## src/sar_map.vh

```
`ifndef SAR_MAP_VH
`define SAR_MAP_VH

// Register byte offsets
`define SAR_OFS_LOW_FLAGS 12'h1a4
`define SAR_OFS_EXTRA_FLAGS 12'h1a8
`define SAR_OFS_NUMERATOR 12'h1ac
`define SAR_OFS_UNIT_LEN 12'h1b0
`define SAR_OFS_DENOMINATOR 12'h1b4
`define SAR_OFS_PIX_PER_CLK 12'h1b8

// Field widths
`define SAR_LOW_W 13
`define SAR_EXTRA_W 8
`define SAR_RATIO_W 24
`define SAR_UNIT_W 7
`define SAR_PPC_W 3

// Field positions in stream_attr_low_flags
`define SAR_LOW_SYNC_CLK 0
`define SAR_LOW_FMT_LO 1
`define SAR_LOW_FMT_HI 2
`define SAR_LOW_RANGE 3
`define SAR_LOW_COLORIM 4
`define SAR_LOW_DEPTH_LO 5
`define SAR_LOW_DEPTH_HI 7
`define SAR_LOW_AUD_OVR 8
`define SAR_LOW_AUD_ASYNC 9
`define SAR_LOW_AUD_ONLY 10
`define SAR_LOW_MAUD 11
`define SAR_LOW_EXT_VSYNC 12

// Field positions in stream_attr_extra_flags
`define SAR_EXT_VT_EVEN 0
`define SAR_EXT_STEREO_LO 1
`define SAR_EXT_STEREO_HI 2
`define SAR_EXT_WR_MASK 8'hc7

// Reset values
`define SAR_LOW_RST 13'h0000
`define SAR_EXTRA_RST 8'h00
`define SAR_RATIO_RST 24'h00_0000
`define SAR_UNIT_RST 7'h40
`define SAR_PPC_RST 3'h1

// Pixel width selector codes
`define SAR_PPC_SINGLE 3'h1
`define SAR_PPC_DUAL 3'h2
`define SAR_PPC_QUAD 3'h4

// Bus answers
`define SAR_RESP_OKAY 2'h0
`define SAR_RESP_SLVERR 2'h2

`endif

```

## src/sar_regs.v

```verilog
// Function
// - Low flags hold depth, colorimetry, range, format, sync
// - Low flags bit 8 overrides audio clocking
// - Extra flags byte, bits 5:3 reserved
// - Extra flags bits 2:1 give stereo attribute
// - Extra flags bit 0 marks even vertical total
// - Async: device computes M, no readback
// - Async: N register reads only written value
// - Transfer unit size resets to 64
// - Unit size bit 0 ignores writes
// - Pixel selector: 1, 2 or 4 pixels
// - Low flags bit 10 enables audio-only mode
`timescale 1ns/1ps
`include "sar_map.vh"

module sar_regs #(
    parameter ADDR_W = 12
) (
    input wire mclk_i,
    input wire reset_i,
    input wire ce_i,
    input wire [ADDR_W-1:0] s_axi_awaddr_i,
    input wire s_axi_awvalid_i,
    output wire s_axi_awready_o,
    input wire [31:0] s_axi_wdata_i,
    input wire [3:0] s_axi_wstrb_i,
    input wire s_axi_wvalid_i,
    output wire s_axi_wready_o,
    output wire [1:0] s_axi_bresp_o,
    output wire s_axi_bvalid_o,
    input wire s_axi_bready_i,
    input wire [ADDR_W-1:0] s_axi_araddr_i,
    input wire s_axi_arvalid_i,
    output wire s_axi_arready_o,
    output wire [31:0] s_axi_rdata_o,
    output wire [1:0] s_axi_rresp_o,
    output wire s_axi_rvalid_o,
    input wire s_axi_rready_i,
    input wire [23:0] computed_m_i,
    input wire [23:0] computed_n_i,
    output wire sync_clock_o,
    output wire [1:0] component_format_o,
    output wire dynamic_range_o,
    output wire ycbcr_colorimetry_o,
    output wire [2:0] bit_depth_o,
    output wire audio_clk_override_o,
    output wire audio_async_o,
    output wire audio_only_o,
    output wire maud_ctrl_o,
    output wire ext_vsync_sync_o,
    output wire [7:0] extra_attr_o,
    output wire [1:0] stereo_attr_o,
    output wire vtotal_even_o,
    output wire [23:0] stream_m_o,
    output wire [23:0] stream_n_o,
    output wire [6:0] unit_size_o,
    output wire [2:0] pix_mode_o
);

    // Byte-lane merge of a write into an old word
    function [31:0] sar_merge;
        input [31:0] old;
        input [31:0] data;
        input [3:0] strb;
        integer i;
        begin
            sar_merge = old;
            for (i = 0; i < 4; i = i + 1) begin
                if (strb[i]) begin
                    sar_merge[i*8 +: 8] = data[i*8 +: 8];
                end
            end
        end
    endfunction

    // Address decode: nonzero when the word offset is mapped
    function sar_hit;
        input [ADDR_W-1:0] addr;
        begin
            case (addr[11:0] & 12'hffc)
                `SAR_OFS_LOW_FLAGS,
                `SAR_OFS_EXTRA_FLAGS,
                `SAR_OFS_NUMERATOR,
                `SAR_OFS_UNIT_LEN,
                `SAR_OFS_DENOMINATOR,
                `SAR_OFS_PIX_PER_CLK: sar_hit = 1'b1;
                default: sar_hit = 1'b0;
            endcase
        end
    endfunction

    // Selector to one-hot pixel mode; unknown codes fall back to single
    function [2:0] sar_pix_decode;
        input [2:0] sel;
        begin
            case (sel)
                `SAR_PPC_DUAL: sar_pix_decode = 3'h2;
                `SAR_PPC_QUAD: sar_pix_decode = 3'h4;
                default: sar_pix_decode = 3'h1;
            endcase
        end
    endfunction

    reg [`SAR_LOW_W-1:0] low_ff;
    reg [`SAR_EXTRA_W-1:0] extra_ff;
    reg [`SAR_RATIO_W-1:0] num_ff;
    reg [`SAR_RATIO_W-1:0] den_ff;
    reg [`SAR_UNIT_W-1:0] unit_ff;
    reg [`SAR_PPC_W-1:0] ppc_ff;

    reg aw_full_ff;
    reg w_full_ff;
    reg [ADDR_W-1:0] aw_addr_ff;
    reg [31:0] w_data_ff;
    reg [3:0] w_strb_ff;
    reg awready_ff;
    reg wready_ff;
    reg bvalid_ff;
    reg [1:0] bresp_ff;
    reg arready_ff;
    reg rvalid_ff;
    reg [1:0] rresp_ff;
    reg [31:0] rdata_ff;

    reg [23:0] stream_m_ff;
    reg [23:0] stream_n_ff;
    reg [2:0] pix_mode_ff;

    wire aw_take = s_axi_awvalid_i & awready_ff;
    wire w_take = s_axi_wvalid_i & wready_ff;
    wire nxt_aw_full = aw_full_ff | aw_take;
    wire nxt_w_full = w_full_ff | w_take;
    wire do_write = aw_full_ff & w_full_ff & ~bvalid_ff;
    wire b_done = bvalid_ff & s_axi_bready_i;
    wire ar_take = s_axi_arvalid_i & arready_ff;
    wire r_done = rvalid_ff & s_axi_rready_i;

    wire [11:0] wr_ofs = aw_addr_ff[11:0] & 12'hffc;
    wire wr_hit = sar_hit(aw_addr_ff);

    reg [31:0] rd_word;
    reg [31:0] wr_old;
    wire [31:0] wr_new = sar_merge(wr_old, w_data_ff, w_strb_ff);

    // Current contents as seen by software, zero-extended
    always @* begin
        case (s_axi_araddr_i[11:0] & 12'hffc)
            `SAR_OFS_LOW_FLAGS: rd_word = {19'h0_0000, low_ff};
            `SAR_OFS_EXTRA_FLAGS: rd_word = {24'h00_0000, extra_ff};
            `SAR_OFS_NUMERATOR: rd_word = {8'h00, num_ff};
            `SAR_OFS_UNIT_LEN: rd_word = {25'h000_0000, unit_ff};
            `SAR_OFS_DENOMINATOR: rd_word = {8'h00, den_ff};
            `SAR_OFS_PIX_PER_CLK: rd_word = {29'h0000_0000, ppc_ff};
            default: rd_word = 32'h0000_0000;
        endcase
    end

    always @* begin
        case (wr_ofs)
            `SAR_OFS_LOW_FLAGS: wr_old = {19'h0_0000, low_ff};
            `SAR_OFS_EXTRA_FLAGS: wr_old = {24'h00_0000, extra_ff};
            `SAR_OFS_NUMERATOR: wr_old = {8'h00, num_ff};
            `SAR_OFS_UNIT_LEN: wr_old = {25'h000_0000, unit_ff};
            `SAR_OFS_DENOMINATOR: wr_old = {8'h00, den_ff};
            `SAR_OFS_PIX_PER_CLK: wr_old = {29'h0000_0000, ppc_ff};
            default: wr_old = 32'h0000_0000;
        endcase
    end

    // Write channel: address and data held independently, then committed
    always @(posedge mclk_i or posedge reset_i) begin
        if (reset_i) begin
            aw_full_ff <= 1'b0;
            w_full_ff <= 1'b0;
            aw_addr_ff <= {ADDR_W{1'b0}};
            w_data_ff <= 32'h0000_0000;
            w_strb_ff <= 4'h0;
            awready_ff <= 1'b0;
            wready_ff <= 1'b0;
            bvalid_ff <= 1'b0;
            bresp_ff <= `SAR_RESP_OKAY;
        end else if (ce_i) begin
            if (aw_take) begin
                aw_addr_ff <= s_axi_awaddr_i;
            end
            if (w_take) begin
                w_data_ff <= s_axi_wdata_i;
                w_strb_ff <= s_axi_wstrb_i;
            end
            if (do_write) begin
                aw_full_ff <= 1'b0;
                w_full_ff <= 1'b0;
                bvalid_ff <= 1'b1;
                bresp_ff <= wr_hit ? `SAR_RESP_OKAY : `SAR_RESP_SLVERR;
            end else begin
                aw_full_ff <= nxt_aw_full;
                w_full_ff <= nxt_w_full;
                if (b_done) begin
                    bvalid_ff <= 1'b0;
                end
            end
            // Each ready drops while its own half is parked or a response is pending
            awready_ff <= ~nxt_aw_full & ~do_write & ~bvalid_ff;
            wready_ff <= ~nxt_w_full & ~do_write & ~bvalid_ff;
        end
    end

    // Read channel: one outstanding read, data captured at address accept
    always @(posedge mclk_i or posedge reset_i) begin
        if (reset_i) begin
            arready_ff <= 1'b0;
            rvalid_ff <= 1'b0;
            rresp_ff <= `SAR_RESP_OKAY;
            rdata_ff <= 32'h0000_0000;
        end else if (ce_i) begin
            if (ar_take) begin
                rvalid_ff <= 1'b1;
                arready_ff <= 1'b0;
                rdata_ff <= rd_word;
                rresp_ff <= sar_hit(s_axi_araddr_i) ?
                    `SAR_RESP_OKAY : `SAR_RESP_SLVERR;
            end else if (r_done) begin
                rvalid_ff <= 1'b0;
            end else if (~rvalid_ff) begin
                arready_ff <= 1'b1;
            end
        end
    end

    // Write selects, one per register
    wire wr_low = do_write & (wr_ofs == `SAR_OFS_LOW_FLAGS);
    wire wr_extra = do_write & (wr_ofs == `SAR_OFS_EXTRA_FLAGS);
    wire wr_num = do_write & (wr_ofs == `SAR_OFS_NUMERATOR);
    wire wr_unit = do_write & (wr_ofs == `SAR_OFS_UNIT_LEN);
    wire wr_den = do_write & (wr_ofs == `SAR_OFS_DENOMINATOR);
    wire wr_ppc = do_write & (wr_ofs == `SAR_OFS_PIX_PER_CLK);

    always @(posedge mclk_i or posedge reset_i) begin
        if (reset_i) begin
            low_ff <= `SAR_LOW_RST;
        end else if (ce_i && wr_low) begin
            low_ff <= wr_new[`SAR_LOW_W-1:0];
        end
    end

    always @(posedge mclk_i or posedge reset_i) begin
        if (reset_i) begin
            extra_ff <= `SAR_EXTRA_RST;
        end else if (ce_i && wr_extra) begin
            extra_ff <= wr_new[7:0] & `SAR_EXT_WR_MASK;
        end
    end

    always @(posedge mclk_i or posedge reset_i) begin
        if (reset_i) begin
            num_ff <= `SAR_RATIO_RST;
        end else if (ce_i && wr_num) begin
            num_ff <= wr_new[23:0];
        end
    end

    always @(posedge mclk_i or posedge reset_i) begin
        if (reset_i) begin
            unit_ff <= `SAR_UNIT_RST;
        end else if (ce_i && wr_unit) begin
            unit_ff <= {wr_new[6:1], 1'h0};
        end
    end

    always @(posedge mclk_i or posedge reset_i) begin
        if (reset_i) begin
            den_ff <= `SAR_RATIO_RST;
        end else if (ce_i && wr_den) begin
            den_ff <= wr_new[23:0];
        end
    end

    always @(posedge mclk_i or posedge reset_i) begin
        if (reset_i) begin
            ppc_ff <= `SAR_PPC_RST;
        end else if (ce_i && wr_ppc) begin
            ppc_ff <= wr_new[2:0];
        end
    end

    // Ratio and pixel mode drive; async values never land in the regs
    always @(posedge mclk_i or posedge reset_i) begin
        if (reset_i) begin
            stream_m_ff <= 24'h00_0000;
            stream_n_ff <= 24'h00_0000;
            pix_mode_ff <= 3'h1;
        end else if (ce_i) begin
            if (low_ff[`SAR_LOW_SYNC_CLK]) begin
                stream_m_ff <= num_ff;
                stream_n_ff <= den_ff;
            end else begin
                stream_m_ff <= computed_m_i;
                stream_n_ff <= computed_n_i;
            end
            pix_mode_ff <= sar_pix_decode(ppc_ff);
        end
    end

    assign s_axi_awready_o = awready_ff;
    assign s_axi_wready_o = wready_ff;
    assign s_axi_bvalid_o = bvalid_ff;
    assign s_axi_bresp_o = bresp_ff;
    assign s_axi_arready_o = arready_ff;
    assign s_axi_rvalid_o = rvalid_ff;
    assign s_axi_rresp_o = rresp_ff;
    assign s_axi_rdata_o = rdata_ff;

    assign sync_clock_o = low_ff[`SAR_LOW_SYNC_CLK];
    assign component_format_o = low_ff[`SAR_LOW_FMT_HI:`SAR_LOW_FMT_LO];
    assign dynamic_range_o = low_ff[`SAR_LOW_RANGE];
    assign ycbcr_colorimetry_o = low_ff[`SAR_LOW_COLORIM];
    assign bit_depth_o = low_ff[`SAR_LOW_DEPTH_HI:`SAR_LOW_DEPTH_LO];
    assign audio_clk_override_o = low_ff[`SAR_LOW_AUD_OVR];
    assign audio_async_o = low_ff[`SAR_LOW_AUD_ASYNC];
    assign audio_only_o = low_ff[`SAR_LOW_AUD_ONLY];
    assign maud_ctrl_o = low_ff[`SAR_LOW_MAUD];
    assign ext_vsync_sync_o = low_ff[`SAR_LOW_EXT_VSYNC];
    assign extra_attr_o = extra_ff;
    assign stereo_attr_o = extra_ff[`SAR_EXT_STEREO_HI:`SAR_EXT_STEREO_LO];
    assign vtotal_even_o = extra_ff[`SAR_EXT_VT_EVEN];
    assign stream_m_o = stream_m_ff;
    assign stream_n_o = stream_n_ff;
    assign unit_size_o = unit_ff;
    assign pix_mode_o = pix_mode_ff;

endmodule
```

## config.mk

```make
export PLATFORM = sky130hd
export DESIGN_NAME = sar_regs
export DESIGN_NICKNAME = d
export VERILOG_FILES = /design/src/sar_regs.v
export VERILOG_INCLUDE_DIRS = /design/src /design/src/src
export SDC_FILE = /design/constraint.sdc
export NUM_CORES = 1
export LEC_CHECK = 0
export BUFFER_PORTS_ARGS = -buffer_cell sky130_fd_sc_hd__buf_2
export CORE_MARGIN = 2
export CORE_UTILIZATION = 30
export CTS_CLUSTER_SIZE = 28
export DETAILED_ROUTE_END_ITERATION = 7
export RECOVER_POWER = 25
export SETUP_SLACK_MARGIN = 0.05
export SYNTH_ARGS = -nofsm -noshare
export SYNTH_HDL_FRONTEND = slang
export SYNTH_SLANG_ARGS = --single-unit
```

## constraint.sdc

```tcl
create_clock -name mclk_i -period 6.5 [get_ports mclk_i]
set_input_delay 0.65 -clock mclk_i [delete_from_list [all_inputs] [get_ports mclk_i]]
set_output_delay 0.65 -clock mclk_i [all_outputs]
set_load 0.1 [all_outputs]
```

* Yosys cells after proc, flatten, opt, wreduce, memory -nomap -nowiden
Index checks and enable logic that the tools add are counted.
Word-level totals: register bits 208, bits of input ports 116, output and inout port bits 123, logic and storage cells 101
Cells by class: eq/ne operators 16, muxes and demuxes 23, bitwise operators 23, reduce and logical (&&, ||, !) cells 17
Operators with widths (count):
- case mux 24 bit (6 select lines) | 2
- == test 10 x 7 -> 1 bit, second input constant | 12
- 2-to-1 mux 24 bit | 2
- 2-to-1 mux 8 bit | 3
- bitwise AND 1 bit | 17
- 2-to-1 mux 1 bit | 13
- AND reduction 2 bit | 6
- OR reduction 6 bit | 2
- logical AND 1 bit | 6
- case mux 3 bit (2 select lines) | 1
- 2-to-1 mux 2 bit | 2
- inverter 1 bit | 4
- nonzero test 2 bit | 2
- == test 3 x 2 -> 1 bit, second input constant | 1
- == test 3 bit, second input constant | 1
- AND reduction 3 bit | 1
- != test 2 x 1 -> 1 bit, second input constant | 1
- != test 2 bit, second input constant | 1
- bitwise OR 1 bit | 2

* Depth between registers and ports, before layout
word-level depth 6, mapped depth 7, mapped depth without buffers 4

* Least setup slack after synthesis
OpenSTA, ideal clock, no wires.
path kind reg2reg, from reg low_ff[0], to reg stream_n_ff[0] (netlist: stream_n_o[0]), setup time 0.137 ns, data arrival time 2.368 ns, slack 3.995 ns, cell stages (with the launch flop) 6, period minus slack after synthesis 2.505 ns, cells stage by stage dfrtp_1 clkbuf_1 clkbuf_1 buf_1 mux2i_1 a21oi_1
On the way: cells in the longest elaborated chain, start to end 1
RTL lines:
- start: declaration | line sar_regs.v:104 | reg [`SAR_LOW_W-1:0] low_ff;
- start signal: assignment | line sar_regs.v:240 | low_ff <= `SAR_LOW_RST;
- start signal: assignment | line sar_regs.v:242 | low_ff <= wr_new[`SAR_LOW_W-1:0];
- 2-to-1 mux 24 bit | line sar_regs.v:293 | if (low_ff[`SAR_LOW_SYNC_CLK]) begin
- end signal: assignment | line sar_regs.v:295 | stream_n_ff <= den_ff;
- end signal: assignment | line sar_regs.v:298 | stream_n_ff <= computed_n_i;
- end: declaration | line sar_regs.v:126 | reg [23:0] stream_n_ff;
Every way passes these cells. A chain may end at the register's enable or synchronous reset.

* Final worst setup path
from reg aw_addr_ff[9], to reg den_ff[23]
On the way: cells in the longest elaborated chain, start to end 3, elaborated cells between the ends (all ways) 10, those cells by class 6 x eq/ne; 2 x mux; 1 x bitwise; 1 x reduce/logical
RTL lines:
- start: declaration | line sar_regs.v:113 | reg [ADDR_W-1:0] aw_addr_ff;
- start signal: assignment | line sar_regs.v:175 | aw_addr_ff <= {ADDR_W{1'b0}};
- start signal: assignment | line sar_regs.v:184 | aw_addr_ff <= s_axi_awaddr_i;
- == test 10 x 7 -> 1 bit | line sar_regs.v:159 | case (wr_ofs)
- case mux 24 bit (6 select lines) / bitwise AND 1 bit (equally long branches) | line sar_regs.v:159, sar_regs.v:235
- 2-to-1 mux 8 bit / logical AND 1 bit (equally long branches) | line sar_regs.v:69, sar_regs.v:273
- end signal: assignment | line sar_regs.v:272 | den_ff <= `SAR_RATIO_RST;
- end signal: assignment | line sar_regs.v:274 | den_ff <= wr_new[23:0];
- end: declaration | line sar_regs.v:107 | reg [`SAR_RATIO_W-1:0] den_ff;
Parallel ways exist; a longest one is shown, timed or not.

==> metrics.cfg <==
[synthesis]
synth-seq-cells=196
synthMuxAreaShare_pct=15.6
synth_compound_area_share_pct=15.7
synth_top_family_by_area=compound AO/OA/AOI/OAI gates
synth.avg_cell_area_um2=10.7
synth_area_leaders=dfrtp_1 (52%), mux2_2 (8.0%), mux2i_1 (7.6%)
synth_flop_cell=dfrtp_1
async_reset_ff_share_pct=100
synth_xor_area_share_pct=0
syn_inst=866
synth_simple_gate_area_share_pct=11.1
yosys.area.top_type=dfrtp_1
netlist_area_mm2=0.00930
yosysTopAreaCellShare_pct=52.0
ys_types=53
synth_fa_ha_area_share_pct=0
synth_warnings=0
synth_edf_count=0
yosysSeqAreaShare_pct=52.8

[detailed_routing]
firstDrtPassIters=5
drtIter0Drc=556
routedWlPerCell_um=19.6
postRouteAntennaNets=0
drc=0
wl_um=28500
drt-vias-per-instance=5.12
vias=7422

[setup_path]
r2r_setup_slack_ps=3060
arrival_ps=3740
crit_path_end_kind=register
crit_type=register to register
required_ps=6810
critPathMaxFanout=18
critPathLaunchType=register

[run_status]
status=complete, no violations

[sta]
hold_viol_final=0
tns_ps=0
slew_headroom_pct=22.2
tightest_slew_ps=1160
rsz0062_at_grt=no
setup_viol=0
clock_skew_ps=15.1
fmax_ghz=0.291
finalMaxSlewViolations=0
fin_crit_sh_pct=52.9
post-route-min-period_ps=3440

[place]
io_buffers=211
place_congestion=0.820
dp_hpwl_um=20200
dpl.cell_count=1418
placed_area_mm2=0.0106

[die]
core-area_mm2=0.0306
ios=239
die_area_mm2=0.0324
die_y_um=180
num_rows=64
fp.dieW_um=180
start_util_pct=30.4

[finish]
finalNonFillerCells=1451
final_common_cell=buf_2
final_cell_area_mm2=0.0112
fin_nets=1157
layout-drive-gt1-share_pct=31.2
syn_to_final_growth_pct=20.0
final_cell_mix=buf_2 (209), dfrtp_1 (192), nand2_1 (77)

[global_route]
grt_max_degree=132
grt_pass1_wl_um=44400
grt_pass1_vias=7231
track_usage_pct=17.6
antenna_found_initial=2
grt_overflow=0

[clock_network]
postCtsSetupBuffers=0
clk_pin_slew_worst_paths_ps=80
clk_latency_ps=440
h-tree-depth=4
clock_sinks=196
numCtsBuffers=17
ctsResizeCount=0
cts_root_buffer=clkbuf_16
hold_buffers=0
cts_tree=done
clock_path_buffers=2

[power]
powerDensity_mw_per_mm2=328
ir_drop_uv=210
leakage_nw=4.90

[hold_path]
hold_path.class=primary input to async pin

[flow_run]
maxCapViolations=0

==> where the power goes <==
| part | internal, W | switching (W) |
|---|---|---|
| logic | 0.000304 | 0.000699 |
| clock network | 0.000513 | 0.000509 |
| registers | 0.00139 | 0.000244 |
==> path summary, 6_finish.rpt <==
| kind | to | cells after the start | start |
|---|---|---|---|
| min reg2reg | s_axi_rdata_o[16] | 2 | s_axi_rdata_o[16] |
| max | den_ff[23] | 4 | aw_addr_ff[9] |
| max in group asynchronous | num_ff[23] | 3 | reset_i |
| min | low_ff[5] | 2 | reset_i |
| min in group mclk_i | w_data_ff[0] | 2 | s_axi_wdata_i[0] |
| max reg2reg | den_ff[23] | 4 | aw_addr_ff[9] |
==> kinds of logic after synthesis <==
kind of cell    Yosys count
mux                     137
flops                   196
simple gates            211
buf+inv                  88
other cells               1
compound gates          233
==> through the flow <==
stage	power, W	hold slack [ps]	util (%)	setup WS (ps)
floorplan	0.00239	471	-	514
global placement	0.00264	459	34.6	3220
detailed placement	0.00266	465	34.6	3170
CTS	0.00369	419	36.5	3130
global route	0.00385	419	36.4	2890
finish	0.00366	354	36.5	3060
==> sequential cells by signal (all words and copies together), names as in the netlist, 3 cells and up <==
register       flops
den_ff            24
num_ff            24
s_axi_rdata_o     24
stream_m_o        24
stream_n_o        24
w_data_ff         24
low_ff            13
aw_addr_ff        10
unit_size_o        6
extra_attr_o       5
pix_mode_o         3
ppc_ff             3
w_strb_ff          3
==> synth_stat cells, drive strengths merged, types with 4 or more instances <==
cell type / n
nand2b: 8
o2bb2ai: 10
nor4: 12
nor2b: 12
inv: 11
buf: 37
a22oi: 30
o31ai: 28
o21ai: 66
mux2: 66
dfrtp: 193
a21oi: 60
a211oi: 5
o22ai: 10
nand4: 5
nor2: 60
clkbuf: 40
a221oi: 8
nand3b: 6
nand2: 77
mux2i: 71
nor3: 7
a32oi: 6
nand3: 4
==> cell type report <==
cell class / count / area (um^2)
fill: 3144 / 19400
sequential: 196 / 4910
multi-input combinational: 595 / 4020
timing repair buffer: 220 / 1120
tap: 396 / 495
clock buffer: 19 / 443
clock inverter: 13 / 110
inverter: 11 / 48.8
antenna: 1 / 2.50
==> layer usage <==
layer / part of all wire (%) / vias to the layer above / global-route usage [%]
met5: 0.091 / - / 0
met4: 0.82 / 4 / 3.29
met3: 6.7 / 19 / 4.28
met2: 46 / 269 / 27.5
met1: 46 / 3629 / 25.1
li1: - / 3501 / -
==> critical path, cell delays in order, from the launching register on <==
cell and delay [ps]:
dfrtp_1 390, or4b_1 910, nor2_1 990, o211ai_1 710, o2bb2ai_1 310
No activity file was read; power rests on OpenSTA's default activity.
